File: config.mk
export PLATFORM = sky130hd
export DESIGN_NAME = dpt_ctrl
export DESIGN_NICKNAME = d
export VERILOG_FILES = /design/src/shared/dpt_pkg.sv /design/src/logic/dpt_spi_slave.sv /design/src/logic/dpt_ctrl.sv
export SDC_FILE = /design/constraint.sdc
export NUM_CORES = 1
export LEC_CHECK = 0
export ABC_AREA = 0
export BUFFER_PORTS_ARGS = -buffer_cell sky130_fd_sc_hd__buf_2
export CAP_MARGIN = 30
export CORE_UTILIZATION = 35
export DETAILED_ROUTE_END_ITERATION = 7
export GPL_TIMING_DRIVEN = 0
export HOLD_SLACK_MARGIN = 0.02
export PLACE_DENSITY = 0.52
export SLEW_MARGIN = 20
export SYNTH_ARGS = -nofsm -noshare
export SYNTH_HDL_FRONTEND = slang
export SYNTH_SLANG_ARGS = --single-unit
File: constraint.sdc
create_clock -name clk_i -period 2.1 [get_ports clk_i]
set_input_delay 0.21 -clock clk_i [delete_from_list [all_inputs] [get_ports clk_i]]
set_output_delay 0.21 -clock clk_i [all_outputs]
set_load 0.1 [all_outputs]
File: src/shared/dpt_pkg.sv
/*
 * Holds the register map, field positions, reset values and the
 * serial-port framing constants shared by the power/transmit-enable control block.
 * Assumes byte-wide registers reached through a 15-bit serial-port address.
 */
package dpt_pkg;

    // ------------------------------------------------------------
    // Register offsets
    // ------------------------------------------------------------
    localparam logic [14:0] DPT_ADDR_PWR_DOWN = 15'h0011; // converter_power_down
    localparam logic [14:0] DPT_ADDR_TX_MASK = 15'h0012; // tx_enable_power_mask
    localparam logic [14:0] DPT_ADDR_AMP_SRC = 15'h0013; // amplifier_and_txen_source
    localparam logic [14:0] DPT_ADDR_DELAY = 15'h0014; // output_delay_coarse
    localparam logic [14:0] DPT_ADDR_IRQ_EN = 15'h001F; // interrupt_enable_pll

    // ------------------------------------------------------------
    // Reset values
    // ------------------------------------------------------------
    localparam logic [7:0] DPT_RST_PWR_DOWN = 8'hF8;
    localparam logic [7:0] DPT_RST_TX_MASK = 8'h00;
    localparam logic [7:0] DPT_RST_AMP_SRC = 8'h20;
    localparam logic [7:0] DPT_RST_DELAY = 8'h08;
    localparam logic [7:0] DPT_RST_IRQ_EN = 8'h00;

    // ------------------------------------------------------------
    // Writable-bit masks (reserved read-only bits stay zero)
    // ------------------------------------------------------------
    localparam logic [7:0] DPT_WMASK_PWR_DOWN = 8'hF8;
    localparam logic [7:0] DPT_WMASK_TX_MASK = 8'hFF;
    localparam logic [7:0] DPT_WMASK_AMP_SRC = 8'h7F;
    localparam logic [7:0] DPT_WMASK_DELAY = 8'h0F;
    localparam logic [7:0] DPT_WMASK_IRQ_EN = 8'hFF;

    // ------------------------------------------------------------
    // Field positions
    // ------------------------------------------------------------
    localparam int DPT_BIT_REF_PD = 7;
    localparam int DPT_BIT_A_I_PD = 6;
    localparam int DPT_BIT_A_Q_PD = 5;
    localparam int DPT_BIT_B_I_PD = 4;
    localparam int DPT_BIT_B_Q_PD = 3;
    localparam int DPT_BIT_B_MASK = 7;
    localparam int DPT_BIT_A_MASK = 6;
    localparam int DPT_BIT_SRC_PROT = 6;
    localparam int DPT_BIT_SRC_TXSM = 5;
    localparam int DPT_BIT_SRC_BLANK = 4;
    localparam int DPT_BIT_SRC_SW = 3;
    localparam int DPT_BIT_SW_ON = 2;
    localparam int DPT_BIT_TXEN_SEL = 1;
    localparam int DPT_BIT_TXEN_LVL = 0;
    localparam int DPT_BIT_CONV_LOST = 5;
    localparam int DPT_BIT_CONV_LOCK = 4;
    localparam int DPT_BIT_LINK_LOST = 3;
    localparam int DPT_BIT_LINK_LOCK = 2;
    localparam int DPT_DELAY_MSB = 3;

    // ------------------------------------------------------------
    // Serial-port framing: 1 direction bit, 15 address bits, 8 data bits
    // ------------------------------------------------------------
    localparam logic [4:0] DPT_SPI_INSTR_LAST = 5'h0F;
    localparam logic [4:0] DPT_SPI_DATA_FIRST = 5'h10;
    localparam logic [4:0] DPT_SPI_FRAME_LAST = 5'h17;
    localparam int DPT_SPI_RW_BIT = 15;

endpackage

File: src/logic/dpt_spi_slave.sv
/*
 * Serial programming port slave: one 24-bit frame per chip select,
 * direction bit (1 = read), 15-bit address, 8-bit data, MSB first.
 * Assumes the serial clock is far slower than clk_i and synchronous to it.
 */
module dpt_spi_slave
    import dpt_pkg::*;
(
    // Clock and reset
    input wire logic clk_i,
    input wire logic rst_n_i,
    // Serial pins
    input wire logic spi_sclk_i,
    input wire logic spi_cs_n_i,
    input wire logic spi_sdi_i,
    output logic spi_sdo_o,
    output logic spi_sdo_oe_o,
    // Register side
    output logic [14:0] reg_addr_o,
    output logic [7:0] reg_wdata_o,
    output logic reg_we_o,
    input wire logic [7:0] reg_rdata_i
);

    logic sclk_q; // Previous serial clock level
    logic [4:0] cnt_q; // Bits taken in this frame
    logic [14:0] shift_q; // Incoming bits
    logic rd_q; // Frame is a read
    logic [7:0] out_q; // Outgoing read data
    logic rise, fall, done_q;

    assign rise = ~spi_cs_n_i & spi_sclk_i & ~sclk_q;
    assign fall = ~spi_cs_n_i & ~spi_sclk_i & sclk_q;

    // Edge history of the serial clock
    always_ff @(posedge clk_i) begin
        if (!rst_n_i) begin
            sclk_q <= 1'b0;
        end else begin
            sclk_q <= spi_sclk_i;
        end
    end

    // Bit counter and input shifter
    always_ff @(posedge clk_i) begin
        if (!rst_n_i || spi_cs_n_i) begin
            cnt_q <= '0;
            shift_q <= '0;
            done_q <= 1'b0;
        end else if (rise && !done_q) begin
            shift_q <= {shift_q[13:0], spi_sdi_i};
            cnt_q <= cnt_q + 5'h1;
            // Extra clocks after a full frame are ignored
            if (cnt_q == DPT_SPI_FRAME_LAST) begin
                done_q <= 1'b1;
            end
        end
    end

    // Latch direction and address at the end of the instruction
    always_ff @(posedge clk_i) begin
        if (!rst_n_i) begin
            rd_q <= 1'b0;
            reg_addr_o <= '0;
        end else if (rise && cnt_q == DPT_SPI_INSTR_LAST) begin
            rd_q <= shift_q[DPT_SPI_RW_BIT - 1];
            reg_addr_o <= {shift_q[13:0], spi_sdi_i};
        end
    end

    // Write strobe on the last data bit of a write frame
    always_ff @(posedge clk_i) begin
        if (!rst_n_i) begin
            reg_we_o <= 1'b0;
            reg_wdata_o <= '0;
        end else begin
            reg_we_o <= rise && !done_q && !rd_q && cnt_q == DPT_SPI_FRAME_LAST;
            if (rise && cnt_q == DPT_SPI_FRAME_LAST) begin
                reg_wdata_o <= {shift_q[6:0], spi_sdi_i};
            end
        end
    end

    // Read data: loaded on the first falling edge of the data phase
    always_ff @(posedge clk_i) begin
        if (!rst_n_i || spi_cs_n_i) begin
            out_q <= '0;
        end else if (fall && cnt_q == DPT_SPI_DATA_FIRST) begin
            out_q <= reg_rdata_i;
        end else if (fall && cnt_q > DPT_SPI_DATA_FIRST) begin
            out_q <= {out_q[6:0], 1'b0};
        end
    end

    // Drive the data pin only during the data phase of a read
    assign spi_sdo_o = out_q[7];
    assign spi_sdo_oe_o = ~spi_cs_n_i & rd_q & (cnt_q >= DPT_SPI_DATA_FIRST) & ~done_q;

endmodule // dpt_spi_slave

File: src/logic/dpt_ctrl.sv
/*
 * Power-down and transmit-enable control register group with its
 * serial programming port; drives converter power-downs and amplifier enable.
 * Assumes transmit-enable pins and amplifier sources are synchronous to clk_i.
 */
module dpt_ctrl
    import dpt_pkg::*;
(
    // Clock and reset
    input wire logic clk_i,
    input wire logic rst_n_i,
    // Serial programming port
    input wire logic spi_sclk_i,
    input wire logic spi_cs_n_i,
    input wire logic spi_sdi_i,
    output logic spi_sdo_o,
    output logic spi_sdo_oe_o,
    // Transmit-enable pins
    input wire logic transmit_enable_pin_a_i,
    input wire logic transmit_enable_pin_b_i,
    // Amplifier enable sources
    input wire logic amp_protection_error_i,
    input wire logic amp_tx_state_machine_on_i,
    input wire logic amp_blanking_on_i,
    // Power controls
    output logic reference_power_down_o,
    output logic [3:0] converter_power_down_o,
    output logic amp_enable_o,
    // Configuration to neighbouring blocks
    output logic [3:0] coarse_delay_code_o,
    output logic conv_pll_unlock_irq_en_o,
    output logic conv_pll_locked_irq_en_o,
    output logic link_pll_unlock_irq_en_o,
    output logic link_pll_locked_irq_en_o
);

    // ------------------------------------------------------------
    // Register storage
    // ------------------------------------------------------------
    logic [7:0] pwr_down_q; // converter_power_down
    logic [7:0] tx_mask_q; // tx_enable_power_mask
    logic [7:0] amp_src_q; // amplifier_and_txen_source
    logic [7:0] delay_q; // output_delay_coarse
    logic [7:0] irq_en_q; // interrupt_enable_pll
    logic [14:0] reg_addr; // Port address
    logic [7:0] reg_wdata; // Port write data
    logic reg_we; // Port write strobe
    logic [7:0] reg_rdata; // Read-back to port
    logic txen_a, txen_b; // Selected transmit-enable levels
    logic [3:0] pd_d; // Next converter power-downs
    logic amp_d; // Next amplifier enable

    // ------------------------------------------------------------
    // Serial port
    // ------------------------------------------------------------
    dpt_spi_slave u_spi (
        .clk_i(clk_i),
        .rst_n_i(rst_n_i),
        .spi_sclk_i(spi_sclk_i),
        .spi_cs_n_i(spi_cs_n_i),
        .spi_sdi_i(spi_sdi_i),
        .spi_sdo_o(spi_sdo_o),
        .spi_sdo_oe_o(spi_sdo_oe_o),
        .reg_addr_o(reg_addr),
        .reg_wdata_o(reg_wdata),
        .reg_we_o(reg_we),
        .reg_rdata_i(reg_rdata)
    );

    // Merge write data into writable bits only
    function automatic logic [7:0] dpt_merge(input logic [7:0] wdata, input logic [7:0] wmask);
        dpt_merge = wdata & wmask;
    endfunction

    // ------------------------------------------------------------
    // Register writes
    // ------------------------------------------------------------
    // Power-down register
    always_ff @(posedge clk_i) begin
        if (!rst_n_i) begin
            pwr_down_q <= DPT_RST_PWR_DOWN;
        end else if (reg_we && reg_addr == DPT_ADDR_PWR_DOWN) begin
            pwr_down_q <= dpt_merge(reg_wdata, DPT_WMASK_PWR_DOWN);
        end
    end

    // Mask register
    always_ff @(posedge clk_i) begin
        if (!rst_n_i) begin
            tx_mask_q <= DPT_RST_TX_MASK;
        end else if (reg_we && reg_addr == DPT_ADDR_TX_MASK) begin
            tx_mask_q <= dpt_merge(reg_wdata, DPT_WMASK_TX_MASK);
        end
    end

    // Amplifier source register
    always_ff @(posedge clk_i) begin
        if (!rst_n_i) begin
            amp_src_q <= DPT_RST_AMP_SRC;
        end else if (reg_we && reg_addr == DPT_ADDR_AMP_SRC) begin
            amp_src_q <= dpt_merge(reg_wdata, DPT_WMASK_AMP_SRC);
        end
    end

    // Coarse delay register
    always_ff @(posedge clk_i) begin
        if (!rst_n_i) begin
            delay_q <= DPT_RST_DELAY;
        end else if (reg_we && reg_addr == DPT_ADDR_DELAY) begin
            delay_q <= dpt_merge(reg_wdata, DPT_WMASK_DELAY);
        end
    end

    // Interrupt enable register
    always_ff @(posedge clk_i) begin
        if (!rst_n_i) begin
            irq_en_q <= DPT_RST_IRQ_EN;
        end else if (reg_we && reg_addr == DPT_ADDR_IRQ_EN) begin
            irq_en_q <= dpt_merge(reg_wdata, DPT_WMASK_IRQ_EN);
        end
    end

    // ------------------------------------------------------------
    // Read-back
    // ------------------------------------------------------------
    always_comb begin
        case (reg_addr)
            DPT_ADDR_PWR_DOWN: reg_rdata = pwr_down_q;
            DPT_ADDR_TX_MASK: reg_rdata = tx_mask_q;
            DPT_ADDR_AMP_SRC: reg_rdata = amp_src_q;
            DPT_ADDR_DELAY: reg_rdata = delay_q;
            DPT_ADDR_IRQ_EN: reg_rdata = irq_en_q;
            // Unmapped addresses read zero
            default: reg_rdata = 8'h00;
        endcase
    end

    // ------------------------------------------------------------
    // Power-down logic
    // ------------------------------------------------------------
    // Software substitute or pins
    assign txen_a = amp_src_q[DPT_BIT_TXEN_SEL] ? amp_src_q[DPT_BIT_TXEN_LVL]
                                                : transmit_enable_pin_a_i;
    assign txen_b = amp_src_q[DPT_BIT_TXEN_SEL] ? amp_src_q[DPT_BIT_TXEN_LVL]
                                                : transmit_enable_pin_b_i;

    // Individual bit OR masked low enable
    always_comb begin
        pd_d[0] = pwr_down_q[DPT_BIT_A_I_PD] | (tx_mask_q[DPT_BIT_A_MASK] & ~txen_a);
        pd_d[1] = pwr_down_q[DPT_BIT_A_Q_PD] | (tx_mask_q[DPT_BIT_A_MASK] & ~txen_a);
        pd_d[2] = pwr_down_q[DPT_BIT_B_I_PD] | (tx_mask_q[DPT_BIT_B_MASK] & ~txen_b);
        pd_d[3] = pwr_down_q[DPT_BIT_B_Q_PD] | (tx_mask_q[DPT_BIT_B_MASK] & ~txen_b);
    end

    // ------------------------------------------------------------
    // Amplifier enable source: software, protection, blanking, tx machine
    // ------------------------------------------------------------
    always_comb begin
        if (amp_src_q[DPT_BIT_SRC_SW]) begin
            amp_d = amp_src_q[DPT_BIT_SW_ON];
        end else if (amp_src_q[DPT_BIT_SRC_PROT]) begin
            amp_d = ~amp_protection_error_i;
        end else if (amp_src_q[DPT_BIT_SRC_BLANK]) begin
            amp_d = amp_blanking_on_i;
        end else if (amp_src_q[DPT_BIT_SRC_TXSM]) begin
            amp_d = amp_tx_state_machine_on_i;
        end else begin
            amp_d = 1'b0;
        end
    end

    // Registered power and amplifier outputs
    always_ff @(posedge clk_i) begin
        if (!rst_n_i) begin
            reference_power_down_o <= 1'b1;
            converter_power_down_o <= 4'hF;
            amp_enable_o <= 1'b0;
        end else begin
            reference_power_down_o <= pwr_down_q[DPT_BIT_REF_PD];
            converter_power_down_o <= pd_d;
            amp_enable_o <= amp_d;
        end
    end

    // ------------------------------------------------------------
    // Configuration outputs
    // ------------------------------------------------------------
    assign coarse_delay_code_o = delay_q[DPT_DELAY_MSB:0];
    assign conv_pll_unlock_irq_en_o = irq_en_q[DPT_BIT_CONV_LOST];
    assign conv_pll_locked_irq_en_o = irq_en_q[DPT_BIT_CONV_LOCK];
    assign link_pll_unlock_irq_en_o = irq_en_q[DPT_BIT_LINK_LOST];
    assign link_pll_locked_irq_en_o = irq_en_q[DPT_BIT_LINK_LOCK];

    // ------------------------------------------------------------
    // Checks
    // ------------------------------------------------------------
    AST_REF_PD: assert property (@(posedge clk_i) disable iff (!rst_n_i)
        reg_we && reg_addr == DPT_ADDR_PWR_DOWN && reg_wdata[DPT_BIT_REF_PD]
        |=> ##1 reference_power_down_o)
        else $error("Reference not powered down after write");
    AST_A_I_PD: assert property (@(posedge clk_i) disable iff (!rst_n_i)
        reg_we && reg_addr == DPT_ADDR_PWR_DOWN && reg_wdata[DPT_BIT_A_I_PD]
        |=> ##1 converter_power_down_o[0])
        else $error("Pair A I not powered down");
    AST_A_Q_EN: assert property (@(posedge clk_i) disable iff (!rst_n_i)
        reg_we && reg_addr == DPT_ADDR_PWR_DOWN && !reg_wdata[DPT_BIT_A_Q_PD]
        && !tx_mask_q[DPT_BIT_A_MASK] && $stable(tx_mask_q) |=> ##1 !converter_power_down_o[1])
        else $error("Pair A Q not enabled");
    AST_B_MASK: assert property (@(posedge clk_i) disable iff (!rst_n_i)
        tx_mask_q[DPT_BIT_B_MASK] && !txen_b |=> converter_power_down_o[3:2] == 2'b11)
        else $error("Pair B not forced down");
    AST_A_MASK: assert property (@(posedge clk_i) disable iff (!rst_n_i)
        tx_mask_q[DPT_BIT_A_MASK] && !txen_a |=> converter_power_down_o[1:0] == 2'b11)
        else $error("Pair A not forced down");
    AST_NO_MASK: assert property (@(posedge clk_i) disable iff (!rst_n_i)
        !tx_mask_q[DPT_BIT_B_MASK]
        |=> converter_power_down_o[2] == $past(pwr_down_q[DPT_BIT_B_I_PD]))
        else $error("Pair B follows enable without mask");
    AST_SRC_RESET: assert property (@(posedge clk_i)
        $past(!rst_n_i) && rst_n_i |-> amp_src_q == DPT_RST_AMP_SRC)
        else $error("Amplifier source reset wrong");
    AST_SW_AMP: assert property (@(posedge clk_i) disable iff (!rst_n_i)
        amp_src_q[DPT_BIT_SRC_SW] |=> amp_enable_o == $past(amp_src_q[DPT_BIT_SW_ON]))
        else $error("Software amplifier control ignored");
    AST_TXEN_SW: assert property (@(posedge clk_i) disable iff (!rst_n_i)
        amp_src_q[DPT_BIT_TXEN_SEL] && !amp_src_q[DPT_BIT_TXEN_LVL]
        && tx_mask_q[DPT_BIT_A_MASK] && transmit_enable_pin_a_i |=> converter_power_down_o[0])
        else $error("Software enable level not used");
    AST_RSVD_ZERO: assert property (@(posedge clk_i) disable iff (!rst_n_i)
        pwr_down_q[2:0] == 3'h0 && amp_src_q[7] == 1'b0 && delay_q[7:4] == 4'h0)
        else $error("Reserved bits read nonzero");

endmodule // dpt_ctrl

==> impl_metrics.yaml <==
clocking:
  htree_levels: 3
  cts_hold_buffers: 0
  clock-root-buffer: "clkbuf_8"
  cts_tree: "yes"
  cts_sinks: 93
  worstSkewPairLatency_ps: 380
  clockBufferDepth: 2
  cts.clk_slew.worst_paths_ps: 90
  numCtsBuffers: 9
timing:
  tightest_slew_ps: 558
  period_share_pct: 95.3
  fin_hold_ws_ps: 107
  setup_violations: 0
  hold_viol: 0
  fin_skew_ps: 10.4
  tns_ps: 0
  period_minus_slack_ps: 2000
  relSlewSlack_pct: 62.8
  slew_viol_final: 0
  max_freq_mhz: 500
synthesis:
  synth.distinct_cells: 40
  synth_top_area_share_pct: 47.4
  synth_edf_count: 0
  ys_ff_latch: 93
  ys_seq_area_share_pct: 47.4
  syn_nets: 443
  netlist_instances: 430
  yosys-top-cells-count: "dfxtp_1, nand2_1, mux2i_1, nor2b_1, a21oi_1"
  synth_area_leaders: "dfxtp_1, mux2i_1, nand2_1"
  synthFlopType: "dfxtp_1"
  synth.most_common_cell: "dfxtp_1"
  yosysWarnings: 0
  synth-async-reset-ratio_pct: 0
  synth.cell_area_um2: 3930
  yosysTopAreaCell: "dfxtp_1"
  synth.avg_cell_area_um2: 9.14
critical_path:
  crit_fanout: 6
  start_kind: "flip-flop"
  critPathCaptureType: "flip-flop"
  cp_cell_sequence: "or4_4 -> or2_4 -> nor4_4 -> buf_4 -> buf_4 -> a221oi_1 -> a21oi_1"
  path_class: "reg2reg"
  crit_slowest_cell: "or4_4"
  arrival_ps: 2310
  cp_slowest_stage_delay_ps: 570
  path_common_cell: "buf_4"
  worstPathRequired_ps: 2410
layout:
  post-route-util_pct: 41.9
  syn_to_final_growth_pct: 16.0
  fill_cells: 1086
  layout-drive-gt1-share_pct: 15.2
  seqCellArea_um2: 1860
  n_antenna_cell: 0
  multi_input_area_um2: 2050
  num-nets-final: 482
global_routing:
  met2_usage_pct: 27.5
  grt_overflow: 0
  grt_pass1_wl_mm: 15.9
  grt_pass1_vias: 2893
  antenna_found_initial: 0
  met1_usage_pct: 26.1
  grt_use_met3_pct: 3.98
  grtUsageTotal_pct: 18.6
  grt_max_degree: 15
  busiest_layer: "met2"
power_and_ir_drop:
  ir_drop_v: 0.000362
  power_uw: 3050
  powerDensity_nw_per_um2: 668
  leakage_uw: 0.00160
place:
  port_buffers: 24
  place_congestion: 0.827
  place_hpwl_mm: 7.27
floorplan:
  start_util_pct: 36.1
  core_um2: 10900
  die_area_um2: 11700
  die_w_um: 108
  pin_count: 26
  num_rows: 38
  die_h_um: 108
routing:
  drc: 0
  routed_via_density: 5.02
  wire_per_inst_um: 16.3
  wl_mm: 10.0
  ant_nets: 0
  vias: 3075
  drt-pass1-iter-count: 4
  first_iter_violations: 107
outcome:
  outcome: "complete, no violations"
run:
  max_cap_violations: 0
hold_path:
  hp-class: "in2reg"
==> worst paths after layout <==
check                  startpoint                 to  slack (ps)  cells after the start
max          u_spi.reg_addr_o[12]     u_spi.out_q[1]         100                      7
min                     spi_sdi_i   u_spi.shift_q[0]         110                      3
max reg2reg  u_spi.reg_addr_o[12]     u_spi.out_q[1]         100                      7
min reg2reg     u_spi.shift_q[14]  u_spi.shift_q[14]         460                      2
==> worst max-delay path: cells and delay by family (launching register included) <==
kind	cells	cell delay (ps)
and+or+nand+nor	3	1120
DFF	1	330
buffers and inverters	2	290
AOI/OAI and AO/OA	2	190
==> kinds of logic after synthesis <==
family | Yosys count | synth area share, %
and+or+nand+nor | 190 | 25.1
DFF | 93 | 47.4
AOI/OAI and AO/OA | 70 | 12.3
muxes | 41 | 10.5
buffers and inverters | 30 | 3.06
xor gates and xnor gates | 3 | 0.669
adders and majority gates | 3 | 0.955
==> registers in the layout (all words and copies together) (netlist names), 7 cells and up <==
name               flops
u_spi.out_q            8
irq_en_q               8
amp_src_q              7
u_spi.reg_addr_o      15
u_spi.reg_wdata_o      8
u_spi.shift_q         15
tx_mask_q              8
==> report_power, final <==
| group | total (uW) | leakage [uW] | internal (uW) | switching (uW) |
|---|---|---|---|---|
| logic | 104 | 0.000762 | 35.6 | 68.2 |
| clock network | 1180 | 0.0000919 | 538 | 637 |
| registers | 1770 | 0.000750 | 1770 | 2.63 |
| total | 3050 | 0.00160 | 2340 | 708 |
==> stage by stage <==
stage | area (um^2) | std cells | worst slack (ps)
floorplan | 3950 | 430 | 30.0
global placement | 4250 | 594 | -353
detailed placement | 4250 | 594 | -355
CTS | 4490 | 611 | 11.9
global route | 4560 | 613 | -18.6
finish | 4560 | 613 | 99.1
==> layout make-up <==
class / count / share of cell area (%)
repair buffers: 30 / 3.90
flip-flops and latches: 93 / 40.9
well taps: 140 / 3.84
plain buffers: 23 / 2.00
inverters: 5 / 0.412
clock inverters: 5 / 1.15
clock buffers: 10 / 2.80
multi-input cells: 307 / 45.0
==> cells in the final DEF, fill, tap and decap left out, types with 6 or more instances in the layout <==
master    instances
a21boi_0         20
nand2b_1         10
dfxtp_1          92
nand2_1          87
nand3_1           7
clkbuf_8          9
nor2b_1          37
nor3_1            6
a21oi_1          24
mux2i_1          38
nor2_1           10
clkbuf_1         19
buf_2            24
==> metal layers <==
metal	vias to the layer above	wire length, um
li1	1570	-
met1	1444	5090
met2	51	4400
met3	10	418
met4	0	112
met5	-	0
==> what timing repair did <==
| item | CTS | global route |
|---|---|---|
| pin swaps | 2 | 5 |
| gates resized for setup | 7 | 18 |
| setup buffers | 2 | 4 |
| endpoints found under the hold margin | 0 | 0 |
| endpoints found under the setup margin | 30 | 57 |
Note: power is estimated with default switching activity, not from simulation.
